--- src/gpio_mux_pkg.sv ---
package gpio_mux_pkg;
   localparam int NUM_A     = 7;
   localparam int NUM_B     = 14;
   localparam int NUM_PINS  = NUM_A + NUM_B;
   localparam int NUM_AF    = 8;
   localparam int NUM_LINES = 8;
   localparam int SLOTS     = NUM_PINS * NUM_AF;
   localparam int PB0       = NUM_A;
   localparam int PA4       = 4;
   localparam int PA5       = 5;
   localparam int PB3       = PB0 + 3;
   localparam int PB6       = PB0 + 6;
   localparam int PB7       = PB0 + 7;
   localparam int PB8       = PB0 + 8;
   localparam int PB9       = PB0 + 9;

   localparam logic [7:0] OFF_MODE   = 8'h00;
   localparam logic [7:0] OFF_OTYPE  = 8'h04;
   localparam logic [7:0] OFF_PULL   = 8'h0c;
   localparam logic [7:0] OFF_IN     = 8'h10;
   localparam logic [7:0] OFF_LATCH  = 8'h14;
   localparam logic [7:0] OFF_SETCLR = 8'h18;
   localparam logic [7:0] OFF_AFLO   = 8'h20;
   localparam logic [7:0] OFF_AFHI   = 8'h24;
   localparam logic [7:0] OFF_CLR    = 8'h28;
   localparam logic [7:0] OFF_CTRL   = 8'h00;
   localparam logic [7:0] OFF_LINE0  = 8'h08;
   localparam logic [7:0] OFF_LINE1  = 8'h0c;
   localparam logic [7:0] OFF_WKEN   = 8'h10;
   localparam logic [7:0] OFF_WKEDGE = 8'h14;
   localparam int PORTB_BIT = 10;
   localparam int SYS_BIT   = 11;
   localparam int CTRL_LSE_ON = 0;
   localparam int CTRL_LSE_BP = 1;
   localparam int CLR_SHIFT   = 16;

   typedef enum logic [1:0] {
      MODE_IN  = 2'b00,
      MODE_OUT = 2'b01,
      MODE_AF  = 2'b10,
      MODE_ANA = 2'b11
   } pin_mode_t;
   localparam logic [1:0] PULL_NONE = 2'b00;
   localparam logic [1:0] PULL_UP   = 2'b01;
   localparam logic [1:0] PULL_DN   = 2'b10;
   localparam logic [2:0] AF_DEF    = 3'h0;

   function automatic int slot(input int pin, input int af);
      return pin * NUM_AF + af;
   endfunction : slot

   // debug pins come up in alternate mode so a probe can attach at once
   function automatic pin_mode_t rst_mode(input int p);
      return (p == PA4 || p == PA5) ? MODE_AF : MODE_ANA;
   endfunction : rst_mode

   function automatic logic [1:0] rst_pull(input int p);
      return (p == PA4) ? PULL_DN : (p == PA5) ? PULL_UP : PULL_NONE;
   endfunction : rst_pull

   // inputs that idle high: debug data, serial receive and clear-to-send, bus lines
   function automatic logic [SLOTS-1:0] idle_high_mask();
      logic [SLOTS-1:0] m;
      m = '0;
      m[slot(PA5, 0)]      = 1'b1;
      m[slot(PB7, 6)]      = 1'b1;
      m[slot(PA5, 3)]      = 1'b1;
      m[slot(PB7, 4)]      = 1'b1;
      m[slot(PB0 + 1, 3)]  = 1'b1;
      m[slot(PB9, 3)]      = 1'b1;
      m[slot(PB0 + 5, 3)]  = 1'b1;
      m[slot(PB0 + 10, 3)] = 1'b1;
      m[slot(PB0 + 12, 3)] = 1'b1;
      m[slot(PB0 + 11, 2)] = 1'b1;
      m[slot(PB0 + 2, 4)]  = 1'b1;
      m[slot(PB0 + 13, 2)] = 1'b1;
      m[slot(PB3, 4)]      = 1'b1;
      m[slot(PB7, 3)]      = 1'b1;
      m[slot(PB9, 2)]      = 1'b1;
      m[slot(PB6, 3)]      = 1'b1;
      m[slot(PB8, 2)]      = 1'b1;
      return m;
   endfunction : idle_high_mask
   localparam logic [SLOTS-1:0] IDLE_HIGH = idle_high_mask();
endpackage : gpio_mux_pkg
--- src/gpio_alt_function_mux.sv ---
`timescale 1ns/1ps
module gpio_alt_function_mux
   import gpio_mux_pkg::*;
(
   input  wire logic                 clk,
   input  wire logic                 rst,
   input  wire logic                 hsel,
   input  wire logic [31:0]          haddr,
   input  wire logic [1:0]           htrans,
   input  wire logic                 hwrite,
   input  wire logic [2:0]           hsize,
   input  wire logic [31:0]          hwdata,
   input  wire logic                 hready,
   output logic                      hreadyout,
   output logic                      hresp,
   output logic [31:0]               hrdata,
   input  wire logic [NUM_PINS-1:0]  pin_in,
   output logic [NUM_PINS-1:0]       pin_out,
   output logic [NUM_PINS-1:0]       pin_oe,
   output logic [NUM_PINS-1:0]       pin_pu,
   output logic [NUM_PINS-1:0]       pin_pd,
   output logic [NUM_PINS-1:0]       pin_analog,
   input  wire logic [SLOTS-1:0]     af_out,
   input  wire logic [SLOTS-1:0]     af_oe,
   output logic [SLOTS-1:0]          af_in,
   output logic                      swd_clk_in,
   output logic                      swd_dio_in,
   input  wire logic                 pd_mode,
   output logic                      slow_osc_on_bit,
   output logic                      slow_osc_bypass_bit,
   output logic [NUM_LINES-1:0]      ext_line,
   output logic                      wake_pulse,
   output logic                      pd_wake_pulse,
   output logic                      reset_pin_pull_up
);
   pin_mode_t       mode_q     [NUM_PINS];
   logic            otype_q    [NUM_PINS];
   logic [1:0]      pull_q     [NUM_PINS];
   logic [2:0]      af_q       [NUM_PINS];
   logic            latch_q    [NUM_PINS];
   pin_mode_t       eff_mode   [NUM_PINS];
   logic [NUM_PINS-1:0] s1_q, s2_q, s3_q;
   logic [NUM_PINS-1:0] wk_en_q, wk_rise_q;
   logic [4:0]      line_src_q [NUM_LINES];
   logic            wr_q;
   logic [11:0]     addr_q;
   logic [31:0]     rdata_d;
   logic            addr_ok;
   logic [NUM_PINS-1:0] out_d, oe_d, pu_d, pd_d, ana_d, edge_d;
   logic [SLOTS-1:0]    af_in_d;

   assign addr_ok   = hsel && hready && htrans[1];
   assign hreadyout = 1'b1;
   assign hresp     = 1'b0;
   // the reset pad is outside the pin array and always pulled up
   assign reset_pin_pull_up = 1'b1;

   function automatic int port_base(input logic portb);
      return portb ? PB0 : 0;
   endfunction : port_base

   function automatic int port_size(input logic portb);
      return portb ? NUM_B : NUM_A;
   endfunction : port_size

   // ---------------- bus address phase ----------------
   always_ff @(posedge clk or posedge rst) begin
      if (rst) begin
         wr_q   <= 1'b0;
         addr_q <= 12'h000;
      end else begin
         wr_q   <= addr_ok && hwrite;
         addr_q <= haddr[11:0];
      end
   end

   always_comb begin
      int b;
      int n;
      b = port_base(haddr[PORTB_BIT]);
      n = port_size(haddr[PORTB_BIT]);
      rdata_d = 32'h0000_0000;
      if (haddr[SYS_BIT]) begin
         case (haddr[7:0])
            OFF_CTRL: begin
               rdata_d[CTRL_LSE_ON] = slow_osc_on_bit;
               rdata_d[CTRL_LSE_BP] = slow_osc_bypass_bit;
            end
            OFF_LINE0: rdata_d = {3'h0, line_src_q[3], 3'h0, line_src_q[2],
                                  3'h0, line_src_q[1], 3'h0, line_src_q[0]};
            OFF_LINE1: rdata_d = {3'h0, line_src_q[7], 3'h0, line_src_q[6],
                                  3'h0, line_src_q[5], 3'h0, line_src_q[4]};
            OFF_WKEN:   rdata_d[NUM_PINS-1:0] = wk_en_q;
            OFF_WKEDGE: rdata_d[NUM_PINS-1:0] = wk_rise_q;
            default: rdata_d = 32'h0000_0000;
         endcase
      end else begin
         for (int i = 0; i < NUM_B; i++) begin
            if (i < n) begin
               case (haddr[7:0])
                  OFF_MODE:  rdata_d[2*i +: 2] = mode_q[b+i];
                  OFF_OTYPE: rdata_d[i] = otype_q[b+i];
                  OFF_PULL:  rdata_d[2*i +: 2] = pull_q[b+i];
                  // analog pins read zero
                  OFF_IN:    rdata_d[i] = s2_q[b+i] && (eff_mode[b+i] != MODE_ANA);
                  OFF_LATCH: rdata_d[i] = latch_q[b+i];
                  OFF_AFLO:  if (i < 8) rdata_d[4*i +: 3] = af_q[b+i];
                  OFF_AFHI:  if (i >= 8) rdata_d[4*(i-8) +: 3] = af_q[b+i];
                  default: ;
               endcase
            end
         end
      end
   end

   always_ff @(posedge clk or posedge rst) begin
      if (rst) begin
         hrdata <= 32'h0000_0000;
      end else if (addr_ok && !hwrite) begin
         hrdata <= rdata_d;
      end
   end

   // ---------------- pin configuration registers ----------------
   always_ff @(posedge clk or posedge rst) begin
      if (rst) begin
         for (int p = 0; p < NUM_PINS; p++) begin
            mode_q[p]  <= rst_mode(p);
            pull_q[p]  <= rst_pull(p);
            otype_q[p] <= 1'b0;
            af_q[p]    <= AF_DEF;
         end
      end else if (wr_q && !addr_q[SYS_BIT]) begin
         for (int i = 0; i < NUM_B; i++) begin
            if (i < port_size(addr_q[PORTB_BIT])) begin
               case (addr_q[7:0])
                  OFF_MODE:  mode_q[port_base(addr_q[PORTB_BIT])+i] <=
                                pin_mode_t'(hwdata[2*i +: 2]);
                  OFF_OTYPE: otype_q[port_base(addr_q[PORTB_BIT])+i] <= hwdata[i];
                  OFF_PULL:  pull_q[port_base(addr_q[PORTB_BIT])+i] <= hwdata[2*i +: 2];
                  OFF_AFLO:  if (i < 8)
                                af_q[port_base(addr_q[PORTB_BIT])+i] <=
                                   hwdata[4*i +: 3];
                  OFF_AFHI:  if (i >= 8)
                                af_q[port_base(addr_q[PORTB_BIT])+i] <=
                                   hwdata[4*(i-8) +: 3];
                  default: ;
               endcase
            end
         end
      end
   end

   // set wins over clear when both land on one bit in the same word
   always_ff @(posedge clk or posedge rst) begin
      if (rst) begin
         for (int p = 0; p < NUM_PINS; p++) begin
            latch_q[p] <= 1'b0;
         end
      end else if (wr_q && !addr_q[SYS_BIT]) begin
         for (int i = 0; i < NUM_B; i++) begin
            if (i < port_size(addr_q[PORTB_BIT])) begin
               case (addr_q[7:0])
                  OFF_LATCH:  latch_q[port_base(addr_q[PORTB_BIT])+i] <= hwdata[i];
                  OFF_SETCLR: if (hwdata[i])
                                 latch_q[port_base(addr_q[PORTB_BIT])+i] <= 1'b1;
                              else if (hwdata[CLR_SHIFT+i])
                                 latch_q[port_base(addr_q[PORTB_BIT])+i] <= 1'b0;
                  OFF_CLR:    if (hwdata[i])
                                 latch_q[port_base(addr_q[PORTB_BIT])+i] <= 1'b0;
                  default: ;
               endcase
            end
         end
      end
   end

   // ---------------- system-side registers ----------------
   always_ff @(posedge clk or posedge rst) begin
      if (rst) begin
         slow_osc_on_bit     <= 1'b0;
         slow_osc_bypass_bit <= 1'b0;
         wk_en_q             <= '0;
         wk_rise_q           <= '0;
         for (int k = 0; k < NUM_LINES; k++) begin
            line_src_q[k] <= 5'h00;
         end
      end else if (wr_q && addr_q[SYS_BIT]) begin
         case (addr_q[7:0])
            OFF_CTRL: begin
               slow_osc_on_bit     <= hwdata[CTRL_LSE_ON];
               slow_osc_bypass_bit <= hwdata[CTRL_LSE_BP];
            end
            OFF_LINE0: for (int k = 0; k < 4; k++) line_src_q[k] <= hwdata[8*k +: 5];
            OFF_LINE1: for (int k = 0; k < 4; k++) line_src_q[k+4] <= hwdata[8*k +: 5];
            OFF_WKEN:   wk_en_q   <= hwdata[NUM_PINS-1:0];
            OFF_WKEDGE: wk_rise_q <= hwdata[NUM_PINS-1:0];
            default: ;
         endcase
      end
   end

   // ---------------- pin synchronisers ----------------
   always_ff @(posedge clk or posedge rst) begin
      if (rst) begin
         s1_q <= '0;
         s2_q <= '0;
         s3_q <= '0;
      end else begin
         s1_q <= pin_in;
         s2_q <= s1_q;
         s3_q <= s2_q;
      end
   end

   // ---------------- per-pin pad control ----------------
   genvar g;
   generate
      for (g = 0; g < NUM_PINS; g++) begin : g_pad
         logic lse_force;
         // crystal holds both pins; bypass only needs the clock input pin
         assign lse_force = (g == PB8 || g == PB9) &&
                            (slow_osc_on_bit || pd_mode ||
                             (slow_osc_bypass_bit && g == PB8));
         assign eff_mode[g] = lse_force ? MODE_ANA : mode_q[g];

         always_comb begin
            logic af_bit;
            af_bit = af_out[slot(g, 0) + int'(af_q[g])];
            out_d[g] = 1'b0;
            oe_d[g]  = 1'b0;
            pu_d[g]  = (pull_q[g] == PULL_UP);
            pd_d[g]  = (pull_q[g] == PULL_DN);
            ana_d[g] = 1'b0;
            case (eff_mode[g])
               MODE_IN: ;
               MODE_OUT: begin
                  out_d[g] = latch_q[g];
                  oe_d[g]  = !otype_q[g] || !latch_q[g];
               end
               MODE_AF: begin
                  // the peripheral owns direction, the pin only adds open-drain
                  out_d[g] = af_bit;
                  oe_d[g]  = af_oe[slot(g, 0) + int'(af_q[g])] &&
                             (!otype_q[g] || !af_bit);
               end
               MODE_ANA: begin
                  pu_d[g]  = 1'b0;
                  pd_d[g]  = 1'b0;
                  ana_d[g] = 1'b1;
               end
               default: ;
            endcase
            edge_d[g] = wk_en_q[g] && (eff_mode[g] == MODE_IN) &&
                        (wk_rise_q[g] ? (s2_q[g] && !s3_q[g])
                                      : (!s2_q[g] && s3_q[g]));
         end

         for (genvar k = 0; k < NUM_AF; k++) begin : g_af
            assign af_in_d[slot(g, k)] =
               (eff_mode[g] == MODE_AF && af_q[g] == 3'(k)) ? s2_q[g]
                                                             : IDLE_HIGH[slot(g, k)];
         end
      end
   endgenerate

   // registered pad stage costs one cycle but keeps pad timing clean
   always_ff @(posedge clk or posedge rst) begin
      if (rst) begin
         pin_out    <= '0;
         pin_oe     <= '0;
         pin_pu     <= '0;
         pin_pd     <= '0;
         pin_analog <= '1;
         af_in      <= IDLE_HIGH;
      end else begin
         pin_out    <= out_d;
         pin_oe     <= oe_d;
         pin_pu     <= pu_d;
         pin_pd     <= pd_d;
         pin_analog <= ana_d;
         af_in      <= af_in_d;
      end
   end

   // debug inputs take the selected candidate pin, PA4 or PA5 ahead of PB6 or PB7, else their idle level
   always_ff @(posedge clk or posedge rst) begin
      if (rst) begin
         swd_clk_in <= 1'b0;
         swd_dio_in <= 1'b1;
      end else begin
         swd_clk_in <= (eff_mode[PA4] == MODE_AF && af_q[PA4] == 3'h0) ? s2_q[PA4] :
                       (eff_mode[PB6] == MODE_AF && af_q[PB6] == 3'h6) ? s2_q[PB6] :
                       1'b0;
         swd_dio_in <= (eff_mode[PA5] == MODE_AF && af_q[PA5] == 3'h0) ? s2_q[PA5] :
                       (eff_mode[PB7] == MODE_AF && af_q[PB7] == 3'h6) ? s2_q[PB7] :
                       1'b1;
      end
   end

   // ---------------- event lines and wake-up ----------------
   always_ff @(posedge clk or posedge rst) begin
      if (rst) begin
         ext_line      <= '0;
         wake_pulse    <= 1'b0;
         pd_wake_pulse <= 1'b0;
      end else begin
         for (int k = 0; k < NUM_LINES; k++) begin
            // a line only follows a pin that software left in input mode
            ext_line[k] <= (int'(line_src_q[k]) < NUM_PINS) &&
                           (eff_mode[line_src_q[k]] == MODE_IN) &&
                           s2_q[line_src_q[k]];
         end
         wake_pulse    <= |edge_d;
         pd_wake_pulse <= edge_d[PB3];
      end
   end
endmodule : gpio_alt_function_mux

--- config.mk ---
export PLATFORM = sky130hd
export DESIGN_NAME = gpio_alt_function_mux
export DESIGN_NICKNAME = d
export VERILOG_FILES = /design/src/gpio_mux_pkg.sv /design/src/gpio_alt_function_mux.sv
export SDC_FILE = /design/constraint.sdc
export NUM_CORES = 2
export LEC_CHECK = 0
export BUFFER_PORTS_ARGS = -buffer_cell sky130_fd_sc_hd__buf_2
export CAP_MARGIN = 20
export CORE_AREA = 8 8 326 249
export CTS_CLUSTER_DIAMETER = 40
export CTS_CLUSTER_SIZE = 8
export DETAILED_ROUTE_END_ITERATION = 16
export DIE_AREA = 0 0 334 257
export GPL_TIMING_DRIVEN = 0
export PLACE_DENSITY = 0.68
export SLEW_MARGIN = 5
export SYNTH_ARGS = -nofsm -noshare
export SYNTH_HDL_FRONTEND = slang
export SYNTH_SLANG_ARGS = --single-unit
--- constraint.sdc ---
create_clock -name clk -period 27.2 [get_ports clk]
set_input_delay 1.36 -clock clk [delete_from_list [all_inputs] [get_ports clk]]
set_output_delay 1.36 -clock clk [all_outputs]
set_load 0.1 [all_outputs]
==> flow_metrics.tcl <==
set metrics [dict create \
    status "completed" \
    post_cts_buffers 0 \
    cts_sinks 663 \
    hold_path.class "register to register" \
    grt_pass1_vias 29600 \
    swShare 0.285 \
    chipWidth_um 334 \
    routed_wl_um 164000 \
    layout_setup_ws_ns 23.16 \
    core_mm2 0.0760 \
    ys_warn_count 0 \
    cts-buffers-inserted 110 \
    synth_top_area_share 0.430 \
    hold_buffers 0 \
    cp_max_fo 10 \
    place_congestion 1.03 \
    p_int_mw 2.02 \
    end_kind "register" \
    setup_viol 0 \
    cp-startpoint "haddr[3]" \
    cp.required_ns 27.82 \
    worst_slew_pin_slew_ns 1.25 \
    yosysMostFrequentCell "dfrtp_1" \
    start_util 0.445 \
    path_class "input pin to register" \
    worst_clock_skew_ns 0.0397 \
    ys_ff_latch 663 \
    grt_pass1_wl_um 226000 \
    seq_power_share 0.374 \
    p_leak_nw 19.4 \
    hpwlAfterDp_um 125000 \
    r2r_cells 6 \
    drive_above_1_share 0.399 \
    die_y_um 257 \
    die-area_mm2 0.0858 \
    cts.path.max_buffers 3 \
    cts-root-buf "clkbuf_16" \
    r2r_start "s2_q[8]$_DFF_PP0_" \
    max_freq_ghz 0.248 \
    async_flop_share 1.00 \
    yosysSeqAreaShare 0.493 \
    firstDrtPassIters 6 \
    antenna_found_initial 21 \
    p_comb_frac 0.134 \
    synthTopCellsByCount "dfrtp_1, mux2_2, nor2_1, nand2_1, mux4_2" \
    p_per_area_mw_per_mm2 65.9 \
    synth_area_mm2 0.0338 \
    ios 754 \
    synth_cell_types 88 \
    switchingPower_mw 0.804 \
    place_ws_ns 22.73 \
    crit_arrival_ns 4.65 \
    slew_violations 0 \
    ant_nets 0 \
    area_delta_synth_final_pct 26.5 \
    yosys.area.top_type "dfrtp_1" \
    synth.top_cells.by_area "dfrtp_1, mux4_2, mux2_2, dfstp_2, ha_1" \
    tns_ns 0 \
    synth_edf_count 0 \
    grt.total_usage 0.368 \
    clkTransAtPathRegs_ns 0.05 \
    finalCriticalPeriod_ns 4.04 \
    ir_worst_vdd_uv 65.4 \
    cts_max_level 3 \
    startpoint_type "input pin" \
    drc 0 \
    rows 88 \
    drt_iter0_markers 3754 \
    synthCells 2855 \
    r2r_slack_ns 23.81 \
    wl_per_cell_um 34.1 \
    rsz0062_at_grt "false" \
    clkPwrFrac 0.492 \
    fillerInstances 6577 \
    clk_latency_ns 0.70 \
    crit_end "hrdata[9]$_DFFE_PP0P_" \
    vias_per_cell 6.28 \
    cts_resized 0 \
    grt_max_degree 124 \
    route.vias.total 30200 \
    r2r_end "wake_pulse$_DFF_PP0_" \
    slew_headroom 0.165 \
    cts_tree "done" \
    fin_crit_sh 0.148 \
    io_buffers 720 \
    finalNetCount 4229 \
    hold_violations 0 \
    drv_cap 0 \
    syn_area_per_cell_um2 11.9 \
    synth_flop_cell "dfrtp_1" \
    grt_overflow_total 0 \
]
-- cell usage in the layout, fill, tap and decap left out, types with 11 or more instances in the layout --
master / instances
mux4_2: 156
o21ai_0: 80
buf_1: 21
a32oi_1: 11
nor3b_1: 51
dfrtp_1: 582
mux2i_1: 55
a21oi_1: 85
nor2_1: 235
o221ai_1: 13
clkbuf_8: 12
nand3b_1: 26
nand2b_1: 53
o211ai_1: 22
buf_2: 758
nor2b_1: 32
nand2_1: 206
inv_1: 69
nand3_1: 49
a221oi_1: 15
mux2_2: 296
o22ai_1: 34
nor3_1: 74
a22o_1: 20
a31oi_1: 24
buf_6: 13
o21a_1: 16
dfstp_2: 81
or3_1: 19
a211oi_1: 20
clkbuf_1: 198
clkbuf_16: 112
buf_4: 13
a22oi_1: 53
diode_2: 16
ha_1: 84
-- final cells by class --
| class | count | area (um2) | share of cell area |
|---|---|---|---|
| sequential | 663 | 16700 | 0.390 |
| multi-input combinational | 1902 | 16000 | 0.374 |
| timing repair buffer | 744 | 3970 | 0.0927 |
| clock buffer | 173 | 3150 | 0.0737 |
| tap | 990 | 1240 | 0.0289 |
| buffer | 221 | 937 | 0.0219 |
| clock inverter | 33 | 498 | 0.0116 |
| inverter | 71 | 274 | 0.00640 |
| antenna | 16 | 40.0 | 0.000936 |
-- power by group through the flow --
stage | clock (mW) | sequential, mW | combinational, mW
after CTS | 1.39 | 1.05 | 0.371
after detailed placement | 0 | 1.07 | 0.369
after floorplan | 0 | 1.16 | 0.136
final | 1.39 | 1.06 | 0.378
after global placement | 0 | 1.07 | 0.361
after global routing | 1.44 | 1.06 | 0.390
-- per-stage QoR --
step	hold slack, ns	power [mW]	std cells	cell area, um2	utilization
after floorplan	0.331	1.29	2857	33800	-
after global placement	0.331	1.43	4567	38700	0.509
after detailed placement	0.335	1.44	4585	39000	0.514
after CTS	0.330	2.82	4791	42700	0.562
after global routing	0.337	2.89	4801	42800	0.563
final	0.331	2.82	4813	42800	0.563
-- sequential cells by signal (all words and copies together), names as in the netlist, 24 cells and up, named ones only --
signal      flops
line_src_q     40
af_q           42
af_in         168
hrdata         31
eff_mode       24
pull_q         28
-- cell families (layout without fill, tap and decap cells) --
kind of cell               Yosys count  after routing  share of synthesized area
DFF                                663            663                      0.493
buffers and inverters              292           1242                     0.0355
AOI/OAI and AO/OA                  482            482                     0.0979
xor gates and xnor gates             2              2                   0.000518
muxes                              507            507                      0.219
and+or+nand+nor                    823            823                      0.123
other                                2             20                   0.000222
adders and majority gates           84             84                     0.0311
-- routing by layer --
layer	routed length (um)	up-vias	part of all wire	track usage
li1	-	12300	-	-
met4	7550	6	0.046	0.152
met1	63600	15500	0.39	0.489
met5	41	-	0.00025	0
met3	21200	428	0.13	0.133
met2	71600	2049	0.44	0.546
-- worst min-delay path by stage --
stage,end,slack (ns),cells past startpoint,startpoint
2_1_floorplan,s2_q[0]$_DFF_PP0_,0.33,0,s1_q[0]$_DFF_PP0_
3_3_place_gp,s2_q[6]$_DFF_PP0_,0.33,0,s1_q[6]$_DFF_PP0_
3_5_place_dp,s2_q[13]$_DFF_PP0_,0.33,0,s1_q[13]$_DFF_PP0_
4_1_cts,s2_q[6]$_DFF_PP0_,0.33,0,s1_q[6]$_DFF_PP0_
5_1_grt,s2_q[6]$_DFF_PP0_,0.34,0,s1_q[6]$_DFF_PP0_
6_report,s2_q[6]$_DFF_PP0_,0.33,0,s1_q[6]$_DFF_PP0_
-- worst max-delay path, cell delays in order --
cell	delay (ns)
buf_2	0.13
buf_2	0.28
nor4bb_1	0.30
clkbuf_1	0.63
and2_1	0.22
buf_2	0.27
buf_2	0.41
a222oi_1	0.23
o21ai_0	0.54
o21ai_0	0.17
nand2_1	0.10
(Power assumes the default switching activity.)
